==> src/rtl/tec_pkg.sv <==
// Shared constants and carrier types of the timer/event counter
package tec_pkg;
    // Register byte offsets
    localparam logic [7:0] ADDR_MODE = 8'h00;
    localparam logic [7:0] ADDR_CCC = 8'h04;
    localparam logic [7:0] ADDR_OPC = 8'h08;
    localparam logic [7:0] ADDR_PEM = 8'h0C;
    localparam logic [7:0] ADDR_CSC = 8'h10;
    localparam logic [7:0] ADDR_CNT = 8'h14;
    localparam logic [7:0] ADDR_CRA = 8'h18;
    localparam logic [7:0] ADDR_CRB = 8'h1C;
    // Field positions
    localparam int MODE_LSB = 2;
    localparam int TCOND_BIT = 1;
    localparam int OVF_BIT = 0;
    localparam int CCC_A_CAP = 0;
    localparam int CCC_A_REV = 1;
    localparam int CCC_B_CAP = 2;
    localparam int OPC_TOE = 0;
    localparam int OPC_TOG_A = 1;
    localparam int OPC_LVR = 2;
    localparam int OPC_LVS = 3;
    localparam int OPC_TOG_B = 4;
    localparam int PEM_CS_LSB = 0;
    localparam int PEM_ESA_LSB = 4;
    localparam int PEM_ESB_LSB = 6;
    localparam int CSC_EXT_BIT = 0;
    // Mode field codes
    localparam logic [1:0] MODE_STOP = 2'h0;
    localparam logic [1:0] MODE_FREE = 2'h1;
    localparam logic [1:0] MODE_CLR_EDGE = 2'h2;
    localparam logic [1:0] MODE_CLR_MATCH = 2'h3;
    // Count clock select codes
    localparam logic [1:0] CS_EVENT = 2'h3;
    localparam logic [1:0] CS_INTWT = 2'h2;
    // Edge select codes
    localparam logic [1:0] ES_FALL = 2'h0;
    localparam logic [1:0] ES_RISE = 2'h1;
    localparam logic [1:0] ES_BOTH = 2'h3;
    // Reset values and limits
    localparam logic [7:0] RST_BYTE = 8'h00;
    localparam logic [15:0] RST_WORD = 16'h0000;
    localparam logic [15:0] CNT_MAX = 16'hFFFF;
    localparam logic [3:0] DIV_RST = 4'h0;

    typedef struct packed {
        logic psel;
        logic penable;
        logic pwrite;
        logic [7:0] paddr;
        logic [31:0] pwdata;
    } tec_apb_req_t;

    typedef struct packed {
        logic [31:0] prdata;
        logic pready;
        logic pslverr;
    } tec_apb_rsp_t;
endpackage

==> src/rtl/tec_edge_det.sv <==
// Input synchroniser, two-sample noise filter and edge detector
`timescale 1ns/1ps
module tec_edge_det (
    // Clock and reset
    input wire logic pclk,
    input wire logic presetn,
    // Control
    input wire logic en,
    input wire logic [1:0] es,
    // Pin and events
    input wire logic pin,
    output logic edge_valid,
    output logic edge_rev
);
    import tec_pkg::*;

    typedef struct packed {
        logic sync1;
        logic sync2;
        logic samp;
        logic filt;
        logic rise;
        logic fall;
    } tec_edge_st_t;

    tec_edge_st_t s_ff;
    tec_edge_st_t nxt_s_ff;

    always_comb
    begin
        nxt_s_ff = s_ff;
        nxt_s_ff.sync1 = pin;
        nxt_s_ff.sync2 = s_ff.sync1;
        nxt_s_ff.samp = s_ff.sync2;
        nxt_s_ff.rise = 1'b0;
        nxt_s_ff.fall = 1'b0;
        // Filtered level starts low, so a high pin reads as a rising edge
        if (!en)
        begin
            nxt_s_ff.filt = 1'b0;
        end
        else if (s_ff.sync2 == s_ff.samp && s_ff.samp != s_ff.filt)
        begin
            nxt_s_ff.filt = s_ff.samp;
            nxt_s_ff.rise = s_ff.samp;
            nxt_s_ff.fall = !s_ff.samp;
        end
    end

    always_ff @(posedge pclk or negedge presetn)
    begin
        if (!presetn)
        begin
            s_ff <= '0;
        end
        else
        begin
            s_ff <= nxt_s_ff;
        end
    end

    always_comb
    begin
        case (es)
            ES_RISE:
            begin
                edge_valid = s_ff.rise;
                edge_rev = s_ff.fall;
            end
            ES_BOTH:
            begin
                edge_valid = s_ff.rise | s_ff.fall;
                edge_rev = s_ff.rise | s_ff.fall;
            end
            default:
            begin
                edge_valid = s_ff.fall;
                edge_rev = s_ff.rise;
            end
        endcase
    end
endmodule // tec_edge_det

==> src/rtl/tec_clk_sel.sv <==
// Count clock divider and selector, gives one-cycle count enables
`timescale 1ns/1ps
module tec_clk_sel (
    // Clock and reset
    input wire logic pclk,
    input wire logic presetn,
    // Selection
    input wire logic run,
    input wire logic ext,
    input wire logic [1:0] sel,
    input wire logic ext_edge,
    // Count enable
    output logic tick
);
    import tec_pkg::*;

    typedef struct packed {
        logic [3:0] div;
    } tec_div_st_t;

    tec_div_st_t s_ff;
    tec_div_st_t nxt_s_ff;

    always_comb
    begin
        nxt_s_ff = s_ff;
        nxt_s_ff.div = run ? s_ff.div + 4'h1 : DIV_RST;
    end

    always_ff @(posedge pclk or negedge presetn)
    begin
        if (!presetn)
        begin
            s_ff <= '0;
        end
        else
        begin
            s_ff <= nxt_s_ff;
        end
    end

    // Watch timer source is not wired here, that code never counts while ext is clear
    always_comb
    begin
        case ({ext, sel})
            3'h0: tick = run;
            3'h1: tick = run & (s_ff.div[1:0] == 2'h3);
            3'h3: tick = run & ext_edge;
            3'h4: tick = run & s_ff.div[0];
            3'h5: tick = run & (s_ff.div[2:0] == 3'h7);
            3'h6: tick = run & (s_ff.div == 4'hF);
            default: tick = 1'b0;
        endcase
    end
endmodule // tec_clk_sel

==> src/rtl/tec_timer.sv <==
// Timer/event counter core with APB register file
`timescale 1ns/1ps

module tec_timer (
    // Clock and reset
    input wire logic pclk,
    input wire logic presetn,
    // APB slave
    input wire tec_pkg::tec_apb_req_t apb_req,
    output tec_pkg::tec_apb_rsp_t apb_rsp,
    // External pins
    input wire logic event_input_a,
    input wire logic event_input_b,
    output logic timer_output_pin,
    // Interrupt requests
    output logic match_a_interrupt,
    output logic match_b_interrupt
);
    import tec_pkg::*;

    typedef struct packed {
        logic [1:0] mode;
        logic output_toggle_condition;
        logic overflow_flag;
        logic [7:0] capture_compare_control;
        logic [7:0] output_pin_control;
        logic [7:0] prescaler_edge_mode;
        logic [7:0] clock_selector_control;
        logic [15:0] up_counter_value;
        logic [15:0] capture_compare_a;
        logic [15:0] capture_compare_b;
        logic started;
        logic tout;
        logic irq_a;
        logic irq_b;
        logic pready;
        logic pslverr;
        logic [31:0] prdata;
    } tec_state_t;

    tec_state_t s_ff;
    tec_state_t nxt_s_ff;

    ////////////////////////////////////////////////////////////////////////
    // Decoded controls

    logic run;
    logic tick;
    logic edge_a;
    logic edge_a_rev;
    logic edge_b;
    logic event_sel;
    logic a_cap;
    logic b_cap;
    logic match_a_cmp;
    logic match_b_cmp;
    logic clr_match;
    logic clr_edge;
    logic hold_clr;
    logic cap_a_trig;
    logic cap_b_trig;
    logic ovf_set;
    logic toggle;
    logic any_clr;
    logic setup;
    logic wr;
    logic [7:0] wb;

    assign run = s_ff.mode != MODE_STOP;
    assign event_sel = (s_ff.prescaler_edge_mode[PEM_CS_LSB +: 2] == CS_EVENT)
        && !s_ff.clock_selector_control[CSC_EXT_BIT];
    assign a_cap = s_ff.capture_compare_control[CCC_A_CAP];
    assign b_cap = s_ff.capture_compare_control[CCC_B_CAP];
    assign setup = apb_req.psel && !apb_req.penable;
    assign wr = apb_req.psel && apb_req.penable && s_ff.pready
        && apb_req.pwrite;
    assign wb = apb_req.pwdata[7:0];

    tec_edge_det u_edge_a (
        .pclk(pclk),
        .presetn(presetn),
        .en(run),
        .es(s_ff.prescaler_edge_mode[PEM_ESA_LSB +: 2]),
        .pin(event_input_a),
        .edge_valid(edge_a),
        .edge_rev(edge_a_rev)
    );

    tec_edge_det u_edge_b (
        .pclk(pclk),
        .presetn(presetn),
        .en(run),
        .es(s_ff.prescaler_edge_mode[PEM_ESB_LSB +: 2]),
        .pin(event_input_b),
        .edge_valid(edge_b),
        .edge_rev()
    );

    tec_clk_sel u_clk_sel (
        .pclk(pclk),
        .presetn(presetn),
        .run(run),
        .ext(s_ff.clock_selector_control[CSC_EXT_BIT]),
        .sel(s_ff.prescaler_edge_mode[PEM_CS_LSB +: 2]),
        .ext_edge(edge_a),
        .tick(tick)
    );

    // First tick after start only synchronises, hence the extra count
    always_comb
    begin
        match_a_cmp = run && tick && s_ff.started
            && (s_ff.up_counter_value == s_ff.capture_compare_a)
            && (!a_cap || s_ff.mode == MODE_CLR_MATCH);
        match_b_cmp = run && tick && s_ff.started && !b_cap
            && (s_ff.up_counter_value == s_ff.capture_compare_b);
        clr_match = match_a_cmp && s_ff.mode == MODE_CLR_MATCH;
        clr_edge = s_ff.mode == MODE_CLR_EDGE && edge_a;
        hold_clr = s_ff.mode == MODE_CLR_EDGE && event_sel;
        cap_a_trig = run && a_cap && s_ff.mode != MODE_CLR_MATCH
            && (s_ff.capture_compare_control[CCC_A_REV] ? edge_a_rev
            : edge_b);
        cap_b_trig = run && b_cap && edge_a;
        ovf_set = run && tick && s_ff.started
            && s_ff.up_counter_value == CNT_MAX;
        any_clr = !run || clr_match || clr_edge || hold_clr || cap_b_trig;
        toggle = (match_a_cmp && s_ff.output_pin_control[OPC_TOG_A])
            || (match_b_cmp && s_ff.output_pin_control[OPC_TOG_B])
            || (clr_edge && s_ff.output_toggle_condition);
    end

    ////////////////////////////////////////////////////////////////////////
    // Next state

    always_comb
    begin
        nxt_s_ff = s_ff;
        nxt_s_ff.irq_a = match_a_cmp || cap_a_trig;
        nxt_s_ff.irq_b = match_b_cmp || cap_b_trig;
        // Software writes, hardware updates below take precedence
        if (wr)
        begin
            case (apb_req.paddr)
                ADDR_MODE:
                begin
                    nxt_s_ff.mode = wb[MODE_LSB +: 2];
                    nxt_s_ff.output_toggle_condition = wb[TCOND_BIT];
                    nxt_s_ff.overflow_flag = wb[OVF_BIT];
                end
                ADDR_CCC: nxt_s_ff.capture_compare_control = wb;
                ADDR_OPC: nxt_s_ff.output_pin_control = wb;
                ADDR_PEM: nxt_s_ff.prescaler_edge_mode = wb;
                ADDR_CSC: nxt_s_ff.clock_selector_control = wb;
                ADDR_CRA: nxt_s_ff.capture_compare_a = apb_req.pwdata[15:0];
                ADDR_CRB: nxt_s_ff.capture_compare_b = apb_req.pwdata[15:0];
                default: nxt_s_ff.pslverr = s_ff.pslverr;
            endcase
        end
        // Trigger bits for the output level are never stored
        nxt_s_ff.output_pin_control[OPC_LVR] = 1'b0;
        nxt_s_ff.output_pin_control[OPC_LVS] = 1'b0;
        // Counter: first tick starts, later ticks add one
        if (run && tick && !s_ff.started)
        begin
            nxt_s_ff.started = 1'b1;
        end
        if (run && tick && s_ff.started)
        begin
            nxt_s_ff.up_counter_value = s_ff.up_counter_value
                + 16'h0001;
        end
        if (any_clr)
        begin
            nxt_s_ff.up_counter_value = RST_WORD;
        end
        if (!run)
        begin
            nxt_s_ff.started = 1'b0;
            nxt_s_ff.overflow_flag = 1'b0;
        end
        if (ovf_set && !any_clr)
        begin
            nxt_s_ff.overflow_flag = 1'b1;
        end
        if (cap_a_trig)
        begin
            nxt_s_ff.capture_compare_a = s_ff.up_counter_value;
        end
        if (cap_b_trig)
        begin
            nxt_s_ff.capture_compare_b = s_ff.up_counter_value;
        end
        // Output pin level
        if (!s_ff.output_pin_control[OPC_TOE])
        begin
            nxt_s_ff.tout = 1'b0;
        end
        else if (wr && apb_req.paddr == ADDR_OPC && wb[OPC_LVS])
        begin
            nxt_s_ff.tout = 1'b1;
        end
        else if (wr && apb_req.paddr == ADDR_OPC && wb[OPC_LVR])
        begin
            nxt_s_ff.tout = 1'b0;
        end
        else if (toggle)
        begin
            nxt_s_ff.tout = !s_ff.tout;
        end
        // APB answer is prepared in the setup cycle, zero wait states
        nxt_s_ff.pready = setup;
        nxt_s_ff.pslverr = 1'b0;
        nxt_s_ff.prdata = '0;
        if (setup)
        begin
            case (apb_req.paddr)
                ADDR_MODE: nxt_s_ff.prdata[7:0] = {4'h0, s_ff.mode,
                    s_ff.output_toggle_condition, s_ff.overflow_flag};
                ADDR_CCC: nxt_s_ff.prdata[7:0] = s_ff.capture_compare_control;
                ADDR_OPC: nxt_s_ff.prdata[7:0] = s_ff.output_pin_control;
                ADDR_PEM: nxt_s_ff.prdata[7:0] = s_ff.prescaler_edge_mode;
                ADDR_CSC: nxt_s_ff.prdata[7:0] = s_ff.clock_selector_control;
                ADDR_CNT: nxt_s_ff.prdata[15:0] = s_ff.up_counter_value;
                ADDR_CRA: nxt_s_ff.prdata[15:0] = s_ff.capture_compare_a;
                ADDR_CRB: nxt_s_ff.prdata[15:0] = s_ff.capture_compare_b;
                default: nxt_s_ff.pslverr = 1'b1;
            endcase
        end
    end

    always_ff @(posedge pclk or negedge presetn)
    begin
        if (!presetn)
        begin
            s_ff <= '0;
        end
        else
        begin
            s_ff <= nxt_s_ff;
        end
    end

    assign apb_rsp.prdata = s_ff.prdata;
    assign apb_rsp.pready = s_ff.pready;
    assign apb_rsp.pslverr = s_ff.pslverr;
    assign timer_output_pin = s_ff.tout;
    assign match_a_interrupt = s_ff.irq_a;
    assign match_b_interrupt = s_ff.irq_b;
endmodule // tec_timer

==> config.mk <==
export PLATFORM = sky130hd
export DESIGN_NAME = tec_timer
export DESIGN_NICKNAME = d
export VERILOG_FILES = /design/src/rtl/tec_pkg.sv /design/src/rtl/tec_edge_det.sv /design/src/rtl/tec_clk_sel.sv /design/src/rtl/tec_timer.sv
export SDC_FILE = /design/constraint.sdc
export NUM_CORES = 1
export LEC_CHECK = 0
export ABC_CLOCK_PERIOD_IN_PS = 4100
export BUFFER_PORTS_ARGS = -buffer_cell sky130_fd_sc_hd__buf_2
export CAP_MARGIN = 30
export CORE_ASPECT_RATIO = 0.5
export CORE_MARGIN = 5
export CORE_UTILIZATION = 60
export CTS_BUF_LIST = sky130_fd_sc_hd__clkbuf_8
export CTS_CLUSTER_SIZE = 20
export DETAILED_ROUTE_END_ITERATION = 10
export PLACE_DENSITY = 0.83
export SYNTH_ARGS = -nofsm -noshare
export SYNTH_HDL_FRONTEND = slang
export SYNTH_HIERARCHICAL = 1
export SYNTH_SLANG_ARGS = --single-unit
==> constraint.sdc <==
create_clock -name pclk -period 4.1 [get_ports pclk]
set_input_delay 0.615 -clock pclk [delete_from_list [all_inputs] [get_ports pclk]]
set_output_delay 0.615 -clock pclk [all_outputs]
set_load 0.05 [all_outputs]
Word level (Yosys, flattened, before mapping). Cells that the tools add are included.

Register bits after elaboration: 120. Bits of input ports: 47. Output and inout port bits: 37.

Muxes and demuxes: 38. $add $sub $neg: 2. Reductions and logical operators: 66. Eq/ne operators: 36. Bitwise operators: 7.

Operators with widths (count): 16-bit 2-to-1 mux (7); 8-bit case mux with 8 select lines (1); 33-bit 2-to-1 mux (1); 16-bit == test (2); 8-bit by 5-bit == test with 1-bit output (second input constant) (4); 32-bit 2-to-1 mux (1); 8-bit 2-to-1 mux (4); 1-bit logical AND (30); 8-bit case mux with 3 select lines (1); 16-bit by 1-bit adder with 16-bit output (second input constant) (1); 16-bit == test (second input constant) (1); 8-bit by 4-bit == test with 1-bit output (second input constant) (2); 2-bit AND reduction (8); 1-bit 2-to-1 mux (14); 2-bit == test (second input constant) (6); 3-bit == test (second input constant) (4); 2-bit nonzero test (6); 1-bit logical NOT (10); 1-bit logical OR (9); 8-bit by 3-bit == test with 1-bit output (second input constant) (1); 8-bit logical NOT (1); 8-bit OR reduction (1); 3-bit 2-to-1 mux (2); 2-bit by 1-bit != test with 1-bit output (second input constant) (3); 17 further kinds (29).

Longest topological paths before layout.
Depth in word-level cells: 17. Gate-level depth with buffers: 11. Gate-level depth less buffers: 11.

Modules after synthesis. Netlist, hierarchy kept.

Modules (own cells, without submodules): tec_timer (sequential area each 2602.5 µm², instances 1, cells an instance 562, area an instance 5684.2 µm²); tec_edge_det (sequential area each 150.1 µm², instances 2, cells an instance 15, area an instance 209.0 µm²); tec_clk_sel (sequential area each 100.1 µm², instances 1, cells an instance 23, area an instance 241.5 µm²).

Least setup slack after synthesis. OpenSTA, ideal clock, no wires.

Kind: register to register. From: register s_ff[98] (netlist name). To: register s_ff (netlist bit timer_output_pin). Data arrival time: 2553 ps. Setup time: 79 ps. Cell stages (with the launch flop): 12. Required time: 4021 ps. Period minus slack after synthesis: 2633 ps. Slack: 1467 ps. Cells stage by stage: dfrtp_1 > nand2b_1 > a22o_1 > and4b_1 > a211oi_2 > o22ai_2 > o211ai_1 > or4_1 > nor3_1 > nand4_1 > o221ai_1 > mux2i_1.

Longest elaborated chain between the ends: 12. Elaborated cells on any way between the ends: 18. Those cells by class: eq/ne: 3; mux: 2; bitwise: 1; reduce/logical: 12.

Ends and longest elaborated chain: start: declaration (RTL line tec_timer.sv:41) `tec_state_t s_ff;`; start signal: assignment (RTL line tec_timer.sv:239) `s_ff <= nxt_s_ff;`; 2-bit == test or 2-bit by 1-bit == test with 1-bit output (tied branches) (RTL line tec_edge_det.sv:64) `case (es)`; 1-bit case mux with 2 select lines (*) (RTL line tec_edge_det.sv:64); via edge_a (RTL line tec_timer.sv:49) `logic edge_a;`; 1-bit bitwise AND (*) (RTL line tec_clk_sel.sv:48) `3'h3: tick = run & ext_edge;`; 1-bit case mux with 6 select lines (*) (RTL line tec_clk_sel.sv:45) `case ({ext, sel})`; via tick (RTL line tec_timer.sv:48) `logic tick;`; 1-bit logical AND (*) (2 in series) (RTL line tec_timer.sv:112, tec_timer.sv:115); 1-bit logical AND, on equally long branches (RTL line tec_timer.sv:113, tec_timer.sv:115); 1-bit logical AND, on equally long branches (RTL line tec_timer.sv:114, tec_timer.sv:116); 1-bit logical AND, on equally long branches (RTL line tec_timer.sv:127, tec_timer.sv:128); 1-bit logical OR (*) (RTL line tec_timer.sv:128) `|| (match_b_cmp && s_ff.output_pin_control[OPC_TOG_B])`; 1-bit logical OR (*) (RTL line tec_timer.sv:129) `|| (clr_edge && s_ff.output_toggle_condition);`; 4-bit by 1-bit != test with 1-bit output (no line) (*).

Mark *: on every way through the listed nets, which the timed path passes. The rest lies on a longest branch. A chain may end at the register's enable or synchronous reset.

Worst setup path in the final report.
From: register s_ff[120] (netlist name). To: register s_ff (netlist bit timer_output_pin).

Longest elaborated chain between the ends: 11. Elaborated cells on any way between the ends: 23. Those cells by class: eq/ne: 3; mux: 1; bitwise: 5; reduce/logical: 14.

Ends and longest elaborated chain: 2-bit nonzero test (*) (RTL line tec_timer.sv:69) `assign run = s_ff.mode != MODE_STOP;`; 1-bit bitwise AND, on equally long branches; 1-bit case mux with 6 select lines (*) (RTL line tec_clk_sel.sv:45); via tick (RTL line tec_timer.sv:48); 1-bit logical AND (*) (2 in series) (RTL line tec_timer.sv:112, tec_timer.sv:115); 1-bit logical AND, on equally long branches (RTL line tec_timer.sv:113, tec_timer.sv:115); 1-bit logical AND, on equally long branches (RTL line tec_timer.sv:114, tec_timer.sv:116); 1-bit logical AND, on equally long branches (RTL line tec_timer.sv:127, tec_timer.sv:128); 1-bit logical OR (*) (RTL line tec_timer.sv:128); 1-bit logical OR (*) (RTL line tec_timer.sv:129); 4-bit by 1-bit != test with 1-bit output (no line) (*).

Marked as above.

==> impl_results.md <==
* Share of layout cells above drive strength 1 at 0.213
* Met3 GRT Util at 0.0692
* Max-slew violations at 0
* N_diodes at 0
* Worst EP arrival at 3.64 ns
* PortBufs at 51
* Core ar. at 10200 µm²
* Grt total ovfl at 0
* Ports at 84
* CTS Buffer Depth at 2
* Clock share of power at 0.422
* Largest net degree at the start of global routing at 56
* Most crowded layer after global routing: met2
* Internal cell power at 0.00176 W
* Combinational Power Share at 0.060
* Cell area after synthesis at 6330 µm²
* Startpoint Class: flip-flop
* Worst-margin pin slew at 0.744 ns
* First-pass GRT wire length at 23.6 mm
* Die Ht at 82.7 µm
* Fin. Hold Viols at 0
* Max Cap Viol at 0
* Worst slack, placed at 0.902 ns
* Highest Clock Rate at 305 MHz
* Cell count after synthesis at 614
* Fin Setup TNS at 0 ns
* P&R area growth vs syn at 7.56%
* Worst skew pair latency at 0.44 ns
* Postcts setup bufs at 0
* Vias in the first global route at 4375
* Max transition margin at 0.504
* Final setup vio count at 0
* Antenna violations before repair at 0
* Total track usage at 0.243
* DR DRC count at 0
* Hold-fix buffers, CTS at 0
* Switch Pwr at 0.000550 W
* Leakage power at 3.25 nW
* Drt total wl at 14.9 mm
* Status: complete, no violations
* Fin crit period at 3.28 ns
* Met2 Usage GRT at 0.375
* Rows at 26
* YS warnings at 6
* Critical Path RT at 4.46 ns
* Die X at 155 µm
* Met1 usage at 0.338
* Initial core utilization at 0.618
* Final setup margin at 0.818 ns
* Switching share of power at 0.238
* RSZ-0062 raised after global routing: false
* GPL Wtd Cong at 0.919
* Via density at 5.97
* Routed via count at 4676
* Clock Sinks at 120
* FF-to-FF path depth at 10
* Post-cts resize count at 0
* WS Path Type: flip-flop to flip-flop
* Setup Skew at 0.00995 ns
* CP endpoint kind: flip-flop
* Sequential share of power at 0.518
* H-Tree Depth at 4
* Hold crit path type: primary input to asynchronous set/reset pin
* Peak supply drop at 0.210 mV
* Wire per inst at 19.0 µm
* Clk root buf: clkbuf_8
* Post-DRT Antenna Nets at 0
* CTS Buf Count at 17
* CTS tree: done
* Power per cell area at 339 nW/µm²
* Post-route clock period utilization at 0.800
* Largest fanout on the critical path at 12
* Worst-path clk slew at 0.07 ns
* Syn avg cell area at 10.3 µm²
* Nets at 685
* Post-DP HPWL at 10.2 mm
* Final Hold Slack at 0.237 ns
* Die Area at 12800 µm²
* Initial DRC count at 450
* Drt pass-1 iters at 5
-- worst max-delay path, stage by stage, from the launching register on --
cell and delay, ns:
dfrtp_1 0.47, nor2_1 0.14, inv_1 0.30, inv_1 0.14
o22ai_2 0.28, o211ai_1 0.30, or4_1 0.60, nor3_1 0.23
nand4_1 0.25, o221ai_1 0.29, mux2i_1 0.21
-- cell type report --
class	count	area (µm²)
Tap cell	140	175
Multi-Input combinational cell	427	2930
Clock inverter	5	48.8
Clock buffer	22	303
Sequential cell	120	3000
Inverter	9	33.8
Fill cell	769	3430
Timing Repair Buffer	60	325
-- state kept, by name, indices dropped and copies added (netlist names), 2 cells and up --
name	count
u_edge_b/s_ff	4
s_ff	81
u_clk_sel/s_ff	4
u_edge_b/nxt_s_ff	2
u_edge_a/nxt_s_ff	2
u_edge_a/s_ff	4
apb_rsp	18
-- power groups by stage --
stage	sequential (W)	combinational, W	clock [W]
after detailed placement	0.00122	0.000138	0
final	0.00120	0.000138	0.000976
after global placement	0.00122	0.000136	0
after floorplan	0.00122	0.0000883	0
after global routing	0.00120	0.000150	0.00104
after CTS	0.00120	0.000138	0.000985
-- per-layer routing --
metal  wire length, µm  share of wire  vias to the layer above
li1                  -              -                     2129
met1              6560           0.44                     2302
met2              6730           0.45                      218
met3              1290          0.087                       27
met4               301          0.020                        0
met5                 0              0                        -
-- final timing paths --
check                                startpoint              endpoint  slack [ns]
max                                   s_ff[120]      timer_output_pin        0.82
min                                     presetn              s_ff[95]        0.24
max reg2reg                           s_ff[120]      timer_output_pin        0.82
min reg2reg                u_edge_b/nxt_s_ff[4]  u_edge_b/nxt_s_ff[3]        0.35
max in group asynchronous               presetn              s_ff[87]        2.91
min in group pclk                 event_input_a  u_edge_a/nxt_s_ff[4]        0.28
-- cell usage in the layout (no fill, tap or decap), types with 2 or more instances in the layout --
| cell type | instances |
|---|---|
| dfrtp_1 | 120 |
| nor2_1 | 63 |
| nand2_1 | 52 |
| buf_2 | 50 |
| mux2i_1 | 39 |
| mux2_2 | 38 |
| xor2_1 | 32 |
| a21oi_1 | 25 |
| clkbuf_8 | 22 |
| a22oi_1 | 18 |
| xnor2_1 | 16 |
| conb_1 | 16 |
| nand3_1 | 15 |
| o21ai_1 | 13 |
| nand4_1 | 12 |
| o21ai_0 | 11 |
| inv_1 | 10 |
| buf_4 | 10 |
| a22o_1 | 6 |
| nor3_1 | 6 |
| and3_1 | 4 |
| and2_1 | 4 |
| a31oi_1 | 4 |
| nor4_1 | 4 |
| nand2b_1 | 4 |
| nor2b_1 | 3 |
| nand3b_1 | 3 |
| ha_1 | 3 |
| clkinv_2 | 3 |
| and4b_1 | 3 |
| nor3_4 | 2 |
| o22ai_1 | 2 |
| a221oi_1 | 2 |
| a211oi_1 | 2 |
| mux4_2 | 2 |
| and4_1 | 2 |
| a21boi_1 | 2 |
-- through the flow --
step                      total power [W]  std cells  instance area [µm²]  utilization
after floorplan                   0.00131        629                 6390            -
after detailed placement          0.00136        756                 6460        0.631
after global routing              0.00239        783                 6810        0.665
after CTS                         0.00232        783                 6810        0.665
final                             0.00231        783                 6810        0.665
after global placement            0.00135        756                 6460        0.631
Note: power is estimated with default switching activity, not from simulation.
